==> src/hpi_pkg.sv <==
package hpi_pkg;
   localparam logic [1:0] SEL_CTRL = 2'h0;
   localparam logic [1:0] SEL_PTR = 2'h1;
   localparam logic [1:0] SEL_DATA_INC = 2'h2;
   localparam logic [1:0] SEL_DATA_FIX = 2'h3;
   localparam logic [31:0] PTR_STEP = 32'h00000004;
   localparam int CTL_ORDER_BIT = 0;
   localparam int CTL_DEVINT_BIT = 1;
   localparam int CTL_HOSTINT_BIT = 2;
   localparam int CTL_READY_BIT = 3;
   localparam logic [15:0] CTL_RESET = 16'h0000;
   localparam logic [31:0] PTR_RESET = 32'h00000000;
   localparam logic [31:0] SKIP_BASE = 32'h01840000;
   localparam logic [31:0] SKIP_LAST = 32'h018bffff;
   localparam logic [3:0] HOST_STROBE_CYCLES = 4'h5;
endpackage

==> src/hpi_if.sv <==
`timescale 1ns/1ps
interface hpi_if;
   logic [15:0] hostDataOut;
   logic [15:0] hostDataIn;
   logic hostDataOeN;
   logic [1:0] registerSelectLines;
   logic halfwordOrderInput;
   logic [1:0] writeByteLanesN;
   logic readWriteSelect;
   logic dataStrobeOneN;
   logic dataStrobeTwoN;
   logic addrStrobeN;
   logic chipSelectN;
   logic hostWaitOutput;
   logic hostInterruptOutputN;
   modport device(output hostDataOut, hostDataOeN, hostWaitOutput, hostInterruptOutputN,
                  input hostDataIn, registerSelectLines, halfwordOrderInput, writeByteLanesN,
                  readWriteSelect, dataStrobeOneN, dataStrobeTwoN, addrStrobeN, chipSelectN);
   modport host(input hostDataOut, hostDataOeN, hostWaitOutput, hostInterruptOutputN,
                output hostDataIn, registerSelectLines, halfwordOrderInput, writeByteLanesN,
                readWriteSelect, dataStrobeOneN, dataStrobeTwoN, addrStrobeN, chipSelectN);
endinterface

==> src/hpi_device.sv <==
`timescale 1ns/1ps
module hpi_device
   import hpi_pkg::*;
(
   input wire logic clk,
   input wire logic reset,
   hpi_if.device port,
   output logic auxReq,
   output logic auxWrite,
   output logic [31:0] auxAddr,
   output logic [31:0] auxWData,
   output logic [3:0] auxByteEn,
   input wire logic auxDone,
   input wire logic [31:0] auxRData,
   input wire logic cpuCtlWrite,
   input wire logic [15:0] cpuCtlWData,
   output logic [15:0] cpuCtlRData,
   output logic cpuInterrupt
);
   typedef enum logic [3:0] {
      HD_IDLE = 4'b0001,
      HD_FETCH = 4'b0010,
      HD_ACT = 4'b0100,
      HD_HOLD = 4'b1000
   } hd_state_t;
   typedef struct packed {
      logic [1:0] s1; // strobe sync stage one
      logic [1:0] s2;
      logic [15:0] d1;
      logic [15:0] d2;
      logic [4:0] c1; // sel, order, rw, cs
      logic [4:0] c2;
      logic [1:0] b1;
      logic [1:0] b2;
      hd_state_t st;
      logic [1:0] sel;
      logic order;
      logic rw;
      logic [15:0] ctl;
      logic [31:0] ptr;
      logic [31:0] wbuf;
      logic [3:0] wbe;
      logic [31:0] rbuf;
      logic busy;
      logic opWrite;
      logic [31:0] opAddr;
      logic [15:0] rdOut;
      logic oeN;
      logic irq;
   } hd_reg_t;
   hd_reg_t r_ff, nxt_r;
   logic strobeOn;
   logic [15:0] half;
   logic blocked;

   function automatic logic isBlocked(input logic [31:0] a);
      return (a >= SKIP_BASE) && (a <= SKIP_LAST);
   endfunction

   // either data strobe low while selected starts an access
   assign strobeOn = r_ff.c2[0] && !(r_ff.s2[0] && r_ff.s2[1]);
   assign blocked = isBlocked(r_ff.ptr);

   always_comb begin
      nxt_r = r_ff;
      nxt_r.s1 = {port.dataStrobeTwoN, port.dataStrobeOneN};
      nxt_r.s2 = r_ff.s1;
      nxt_r.d1 = port.hostDataIn;
      nxt_r.d2 = r_ff.d1;
      nxt_r.c1 = {port.registerSelectLines, port.halfwordOrderInput, port.readWriteSelect,
                  !port.chipSelectN};
      nxt_r.c2 = r_ff.c1;
      nxt_r.b1 = port.writeByteLanesN;
      nxt_r.b2 = r_ff.b1;
      nxt_r.irq = 1'b0;
      half = r_ff.d2;
      if (r_ff.busy && auxDone) begin
         nxt_r.busy = 1'b0;
         if (!r_ff.opWrite) begin
            nxt_r.rbuf = auxRData;
         end
      end
      if (cpuCtlWrite) begin
         nxt_r.ctl[CTL_ORDER_BIT] = cpuCtlWData[CTL_ORDER_BIT];
         nxt_r.ctl[CTL_HOSTINT_BIT] = cpuCtlWData[CTL_HOSTINT_BIT];
         if (cpuCtlWData[CTL_DEVINT_BIT]) begin
            nxt_r.ctl[CTL_DEVINT_BIT] = 1'b0;
         end
      end
      nxt_r.ctl[CTL_READY_BIT] = !nxt_r.busy;
      unique case (r_ff.st)
         HD_IDLE: begin
            if (strobeOn && !r_ff.busy) begin
               nxt_r.sel = r_ff.c2[4:3];
               nxt_r.order = r_ff.c2[2];
               nxt_r.rw = r_ff.c2[1];
               nxt_r.st = HD_ACT;
               // fixed reads fetch fresh data before the first halfword is driven
               if (r_ff.c2[4:3] == SEL_DATA_FIX && r_ff.c2[1] && !r_ff.c2[2] && !blocked) begin
                  nxt_r.busy = 1'b1;
                  nxt_r.opWrite = 1'b0;
                  nxt_r.opAddr = r_ff.ptr;
                  nxt_r.st = HD_FETCH;
               end
            end
         end
         HD_FETCH: begin
            if (!r_ff.busy) begin
               nxt_r.st = HD_ACT;
            end
         end
         HD_ACT: begin
            nxt_r.st = HD_HOLD;
            if (r_ff.rw) begin
               nxt_r.oeN = 1'b0;
               unique case (r_ff.sel)
                  SEL_CTRL: nxt_r.rdOut = r_ff.ctl;
                  SEL_PTR: nxt_r.rdOut = (r_ff.order ^ r_ff.ctl[CTL_ORDER_BIT]) ?
                     r_ff.ptr[15:0] : r_ff.ptr[31:16];
                  default: nxt_r.rdOut = (r_ff.order ^ r_ff.ctl[CTL_ORDER_BIT]) ?
                     r_ff.rbuf[15:0] : r_ff.rbuf[31:16];
               endcase
            end else begin
               unique case (r_ff.sel)
                  SEL_CTRL: begin
                     nxt_r.ctl[CTL_ORDER_BIT] = half[CTL_ORDER_BIT];
                     if (half[CTL_DEVINT_BIT]) begin
                        nxt_r.ctl[CTL_DEVINT_BIT] = 1'b1;
                        nxt_r.irq = 1'b1;
                     end
                     if (half[CTL_HOSTINT_BIT]) begin
                        nxt_r.ctl[CTL_HOSTINT_BIT] = 1'b0;
                     end
                  end
                  SEL_PTR: begin
                     if (r_ff.order ^ r_ff.ctl[CTL_ORDER_BIT]) nxt_r.ptr[15:0] = half;
                     else nxt_r.ptr[31:16] = half;
                  end
                  default: begin
                     if (r_ff.order ^ r_ff.ctl[CTL_ORDER_BIT]) begin
                        nxt_r.wbuf[15:0] = half;
                        nxt_r.wbe[1:0] = ~r_ff.b2;
                     end else begin
                        nxt_r.wbuf[31:16] = half;
                        nxt_r.wbe[3:2] = ~r_ff.b2;
                     end
                  end
               endcase
            end
            // second halfword of a data write or an incrementing data read triggers internal work
            if (r_ff.sel[1] && r_ff.order && !blocked) begin
               nxt_r.busy = 1'b1;
               nxt_r.opWrite = !r_ff.rw;
               nxt_r.opAddr = r_ff.ptr;
               if (r_ff.sel == SEL_DATA_INC) begin
                  nxt_r.ptr = r_ff.ptr + PTR_STEP;
                  if (r_ff.rw) begin
                     nxt_r.opAddr = r_ff.ptr + PTR_STEP;
                  end
               end else if (r_ff.rw) begin
                  nxt_r.busy = 1'b0;
               end
            end
         end
         HD_HOLD: begin
            if (!strobeOn) begin
               nxt_r.oeN = 1'b1;
               nxt_r.st = HD_IDLE;
            end
         end
         default: nxt_r.st = HD_IDLE;
      endcase
      if (nxt_r.busy && !r_ff.busy) begin
         nxt_r.wbe = nxt_r.opWrite ? nxt_r.wbe : 4'h0;
      end
   end

   always_ff @(posedge clk) begin
      if (reset) begin
         r_ff <= '0;
         r_ff.st <= HD_IDLE;
         r_ff.ctl <= CTL_RESET;
         r_ff.ptr <= PTR_RESET;
         r_ff.oeN <= 1'b1;
         r_ff.s1 <= 2'h3;
         r_ff.s2 <= 2'h3;
         r_ff.wbe <= 4'hf;
      end else begin
         r_ff <= nxt_r;
      end
   end

   assign port.hostDataOut = r_ff.rdOut;
   assign port.hostDataOeN = r_ff.oeN;
   // not ready from the synced strobe on, so the host never sees a stale ready
   assign port.hostWaitOutput = !(r_ff.busy || r_ff.st == HD_ACT || r_ff.st == HD_FETCH ||
                                  (r_ff.st == HD_IDLE && strobeOn));
   assign port.hostInterruptOutputN = !r_ff.ctl[CTL_HOSTINT_BIT];
   assign auxReq = r_ff.busy;
   assign auxWrite = r_ff.opWrite;
   assign auxAddr = r_ff.opAddr;
   assign auxWData = r_ff.wbuf;
   assign auxByteEn = r_ff.wbe;
   assign cpuCtlRData = r_ff.ctl;
   assign cpuInterrupt = r_ff.irq;
endmodule

==> src/flat_wrapper.sv <==
// flat-port wrapper written by rule: the top's interface ports become plain ports
module hpi_device_flat import hpi_pkg::*;
  (clk, reset, auxReq, auxWrite, auxAddr, auxWData, auxByteEn, auxDone, auxRData, cpuCtlWrite, cpuCtlWData, cpuCtlRData, cpuInterrupt, port_hostDataOut, port_hostDataOeN, port_hostWaitOutput, port_hostInterruptOutputN, port_hostDataIn, port_registerSelectLines, port_halfwordOrderInput, port_writeByteLanesN, port_readWriteSelect, port_dataStrobeOneN, port_dataStrobeTwoN, port_addrStrobeN, port_chipSelectN);
  hpi_if port_i ();
  input wire logic clk;
  input wire logic reset;
  output logic auxReq;
  output logic auxWrite;
  output logic [31:0] auxAddr;
  output logic [31:0] auxWData;
  output logic [3:0] auxByteEn;
  input wire logic auxDone;
  input wire logic [31:0] auxRData;
  input wire logic cpuCtlWrite;
  input wire logic [15:0] cpuCtlWData;
  output logic [15:0] cpuCtlRData;
  output logic cpuInterrupt;
  output wire logic [$bits(port_i.hostDataOut)-1:0] port_hostDataOut;
  output wire logic [$bits(port_i.hostDataOeN)-1:0] port_hostDataOeN;
  output wire logic [$bits(port_i.hostWaitOutput)-1:0] port_hostWaitOutput;
  output wire logic [$bits(port_i.hostInterruptOutputN)-1:0] port_hostInterruptOutputN;
  input wire logic [$bits(port_i.hostDataIn)-1:0] port_hostDataIn;
  input wire logic [$bits(port_i.registerSelectLines)-1:0] port_registerSelectLines;
  input wire logic [$bits(port_i.halfwordOrderInput)-1:0] port_halfwordOrderInput;
  input wire logic [$bits(port_i.writeByteLanesN)-1:0] port_writeByteLanesN;
  input wire logic [$bits(port_i.readWriteSelect)-1:0] port_readWriteSelect;
  input wire logic [$bits(port_i.dataStrobeOneN)-1:0] port_dataStrobeOneN;
  input wire logic [$bits(port_i.dataStrobeTwoN)-1:0] port_dataStrobeTwoN;
  input wire logic [$bits(port_i.addrStrobeN)-1:0] port_addrStrobeN;
  input wire logic [$bits(port_i.chipSelectN)-1:0] port_chipSelectN;
  assign port_hostDataOut = port_i.hostDataOut;
  assign port_hostDataOeN = port_i.hostDataOeN;
  assign port_hostWaitOutput = port_i.hostWaitOutput;
  assign port_hostInterruptOutputN = port_i.hostInterruptOutputN;
  assign port_i.hostDataIn = port_hostDataIn;
  assign port_i.registerSelectLines = port_registerSelectLines;
  assign port_i.halfwordOrderInput = port_halfwordOrderInput;
  assign port_i.writeByteLanesN = port_writeByteLanesN;
  assign port_i.readWriteSelect = port_readWriteSelect;
  assign port_i.dataStrobeOneN = port_dataStrobeOneN;
  assign port_i.dataStrobeTwoN = port_dataStrobeTwoN;
  assign port_i.addrStrobeN = port_addrStrobeN;
  assign port_i.chipSelectN = port_chipSelectN;
  hpi_device u_core (.clk(clk), .reset(reset), .port(port_i), .auxReq(auxReq), .auxWrite(auxWrite), .auxAddr(auxAddr), .auxWData(auxWData), .auxByteEn(auxByteEn), .auxDone(auxDone), .auxRData(auxRData), .cpuCtlWrite(cpuCtlWrite), .cpuCtlWData(cpuCtlWData), .cpuCtlRData(cpuCtlRData), .cpuInterrupt(cpuInterrupt));
endmodule
==> config.mk <==
export PLATFORM = sky130hd
export DESIGN_NAME = hpi_device_flat
export DESIGN_NICKNAME = d
export VERILOG_FILES = /design/src/hpi_pkg.sv /design/src/hpi_if.sv /design/src/hpi_device.sv /design/src/flat_wrapper.sv
export SDC_FILE = /design/constraint.sdc
export NUM_CORES = 1
export LEC_CHECK = 0
export BUFFER_PORTS_ARGS = -buffer_cell sky130_fd_sc_hd__buf_2
export CORE_MARGIN = 2
export CORE_UTILIZATION = 46
export CTS_CLUSTER_DIAMETER = 30
export DETAILED_ROUTE_END_ITERATION = 10
export PLACE_DENSITY = 0.7
export SYNTH_ARGS = -nofsm -noshare
export SYNTH_HDL_FRONTEND = slang
export SYNTH_SLANG_ARGS = --single-unit
==> constraint.sdc <==
create_clock -name clk -period 2.4 [get_ports clk]
set_input_delay 0 -clock clk [delete_from_list [all_inputs] [get_ports clk]]
set_output_delay 0 -clock clk [all_outputs]
set_load 0.02 [all_outputs]
==> impl_metrics.ini <==
[status]
status = finished clean

[route]
vias = 10100
ant_nets = 0
drcViolationCount = 0
viasPerCell = 5.55
detailedRoute.firstIterationViolations = 758
routed_wl_mm = 34.4
wire_per_inst_um = 18.8
dr.pass1.iters = 5

[setup_path]
slowest_stage = or4_4
critical_path_buf_inv_count = 1
cp-start-kind = flip-flop
crit_fanout = 9
end_kind = flip-flop
cp_cell_sequence = or4_4, or4_4, buf_6, nor2_2, o31ai_2, a211oi_4, a21oi_1
critical_path.max_stage_delay_ns = 0.58
path_common_cell = or4_4
path_class = reg2reg
critPathTopFamily = simple AND/OR/NAND/NOR gates
cp.required_ns = 2.79
critPathArrivalTime_ns = 2.75

[floorplanning]
die_h_um = 153
start_util_pct = 46.8
coreArea_um2 = 21800
die_x_um = 153
row_count = 54
ios = 184
die_area_um2 = 23300

[timing]
period_share_pct = 98.5
setup_viol = 0
rsz0062_at_grt = yes
slew_violations = 0
clock.fmax_ghz = 0.423
fin_tns_setup_ns = 0
worst_pin_slew_ns = 0.683
skew_ns = 0.0188
hold_viol = 0
period_minus_slack_ns = 2.36
maxSlewHeadroom_pct = 54.5

[synthesis]
yosysSeqAreaShare_pct = 42.1
yosys.area.top_type = dfxtp_1
ys_warn_count = 0
ys_types = 68
synth_top_area_share_pct = 42.1
synthCells = 1302
synth-seq-cells = 214
synth_edf_count = 0
async_flop_share_pct = 0
synthFlopType = dfxtp_1
syn_area_per_cell_um2 = 7.82
netlist_area_um2 = 10200
synthTopCellsByArea = dfxtp_1, nand2_1, buf_4, a21oi_1, nor2_1

[clock_tree]
cts_tree = built
numCtsBuffers = 46
insertion_delay_ns = 0.54
cts-root-buf = clkbuf_16
post_cts_buffers = 0
ctsLongestPathBuffers = 3
h-tree-depth = 2
cts_sinks = 214
cts.clk_slew.worst_paths_ns = 0.05

[final_layout]
final_cell_mix = nand2_1, dfxtp_1, buf_2
drive_above_1_share_pct = 25.8
diodes = 0
nNetsFinal = 1589
final_common_cell = nand2_1
area_growth_pct = 34.5
instances_no_fill = 1826
fillers = 1887

[global_routing]
grt_pass1_vias = 9744
grt_max_degree = 109
grt-ovfl-total = 0
grt_use_total_pct = 28.5
grt_pass1_wl_mm = 53.3
antenna_found_initial = 0

[placed_design]
hpwl_mm = 23.7
io_buffers = 157
gp_congestion = 0.999
placedCellCount = 1668

[job]
cap_violations = 0

[power]
power_density_nw_per_um2 = 800
vdd_drop_max_mv = 0.633
p_leak_nw = 5.44

[hold_path]
worstHoldPathType = in2reg
power by group:
group | leakage [nW] | switching (mW) | total, mW | internal (mW)
combinational | 2.88 | 0.183 | 0.358 | 0.175
sequential | 1.74 | 0.0414 | 3.65 | 3.61
clock | 0.831 | 2.16 | 6.94 | 4.78
total | 5.44 | 2.38 | 11.0 | 8.57
metal layers:
metal | GRT usage, % | wire (um) | vias up
met2 | 46.0 | 15500 | 490
met5 | 0 | 0 | -
met4 | 12.5 | 1470 | 0
li1 | - | - | 4802
met1 | 37.0 | 14500 | 4735
met3 | 6.23 | 2830 | 112
path summary, 6_finish.rpt:
path	to	cells after the start	slack [ns]	startpoint
min	u_core.nxt_r[180]	3	0.16	port_chipSelectN
max	u_core.auxByteEn[1]	7	0.04	u_core.r_ff[148]
max reg2reg	u_core.auxByteEn[1]	7	0.04	u_core.r_ff[148]
min reg2reg	u_core.r_ff[223]	1	0.41	u_core.nxt_r[223]
worst reg2reg max path, cell delays in order (launching register included):
cell and delay, ns:
dfxtp_1 0.31, or4_4 0.58, or4_4 0.55, buf_6 0.17, nor2_2 0.10, o31ai_2 0.09
a211oi_4 0.31, a21oi_1 0.11
area by class of cell:
type,instances,area (um^2),share of cell area [%]
clock buffer,50,1220,8.89
clock inverter,35,505,3.69
inverter,8,30.0,0.219
multi-input combinational,888,4840,35.3
sequential,214,4280,31.3
tap,280,350,2.56
timing repair buffer,351,2470,18.1
state kept, by name, indices dropped and copies added (netlist names), 4 cells and up, named ones only:
signal / cells
u_core.auxWData: 32
u_core.half: 16
u_core.auxAddr: 32
u_core.auxByteEn: 4
u_core.r_ff: 79
u_core.cpuCtlRData: 4
u_core.port.hostDataOut: 16
u_core.nxt_r: 25
per-stage QoR:
| stage | area (um^2) | hold WS, ns | utilization [%] | setup WS [ns] | power (mW) |
|---|---|---|---|---|---|
| after floorplan | 10200 | 0.0667 | - | 0.0773 | 3.88 |
| after global placement | 11200 | 0.154 | 51.3 | 0.00318 | 3.97 |
| after detailed placement | 11200 | 0.164 | 51.3 | 0.0153 | 3.98 |
| after CTS | 13600 | 0.157 | 62.6 | 0.00109 | 11.0 |
| after global routing | 13700 | 0.163 | 63.0 | -0.106 | 11.2 |
| final | 13700 | 0.162 | 63.0 | 0.0358 | 11.0 |
cell usage after synthesis, types with 3 or more instances:
master and number:
o32ai_1 3, nor4_1 8, a21oi_1 144, a31oi_1 11
a311oi_1 6, nor2b_1 45, mux2i_1 11, buf_4 102
nand2b_1 3, xor2_1 13, a221oi_1 7, or3_1 8
nand3_1 39, nand2_1 266, clkbuf_1 80, inv_1 8
or2_2 5, a211oi_1 24, o22ai_1 10, o21ai_0 30
and3_1 9, o31ai_1 6, and4_1 6, a22oi_1 11
nor3_1 32, nor4b_1 4, buf_2 15, nand3b_1 3
nand4_1 16, dfxtp_1 214, buf_1 3, nor2_1 87
xnor2_1 9, o211ai_1 19
cell families after synthesis:
| group | after synthesis | share of synthesized area, % |
|---|---|---|
| compound gates | 290 | 17.5 |
| xor+xnor | 22 | 1.89 |
| fa+ha+maj | 2 | 0.246 |
| buf+inv | 211 | 11.9 |
| flops | 214 | 42.1 |
| mux | 13 | 1.30 |
| other cells | 1 | 0.0368 |
| simple gates | 549 | 25.1 |
what timing repair did:
item	CTS	global route
endpoints found under the hold margin	84	0
hold buffers	73	0
setup endpoints to repair	0	38
gates resized for setup	0	19
No activity file was read; power rests on OpenSTA's default activity.
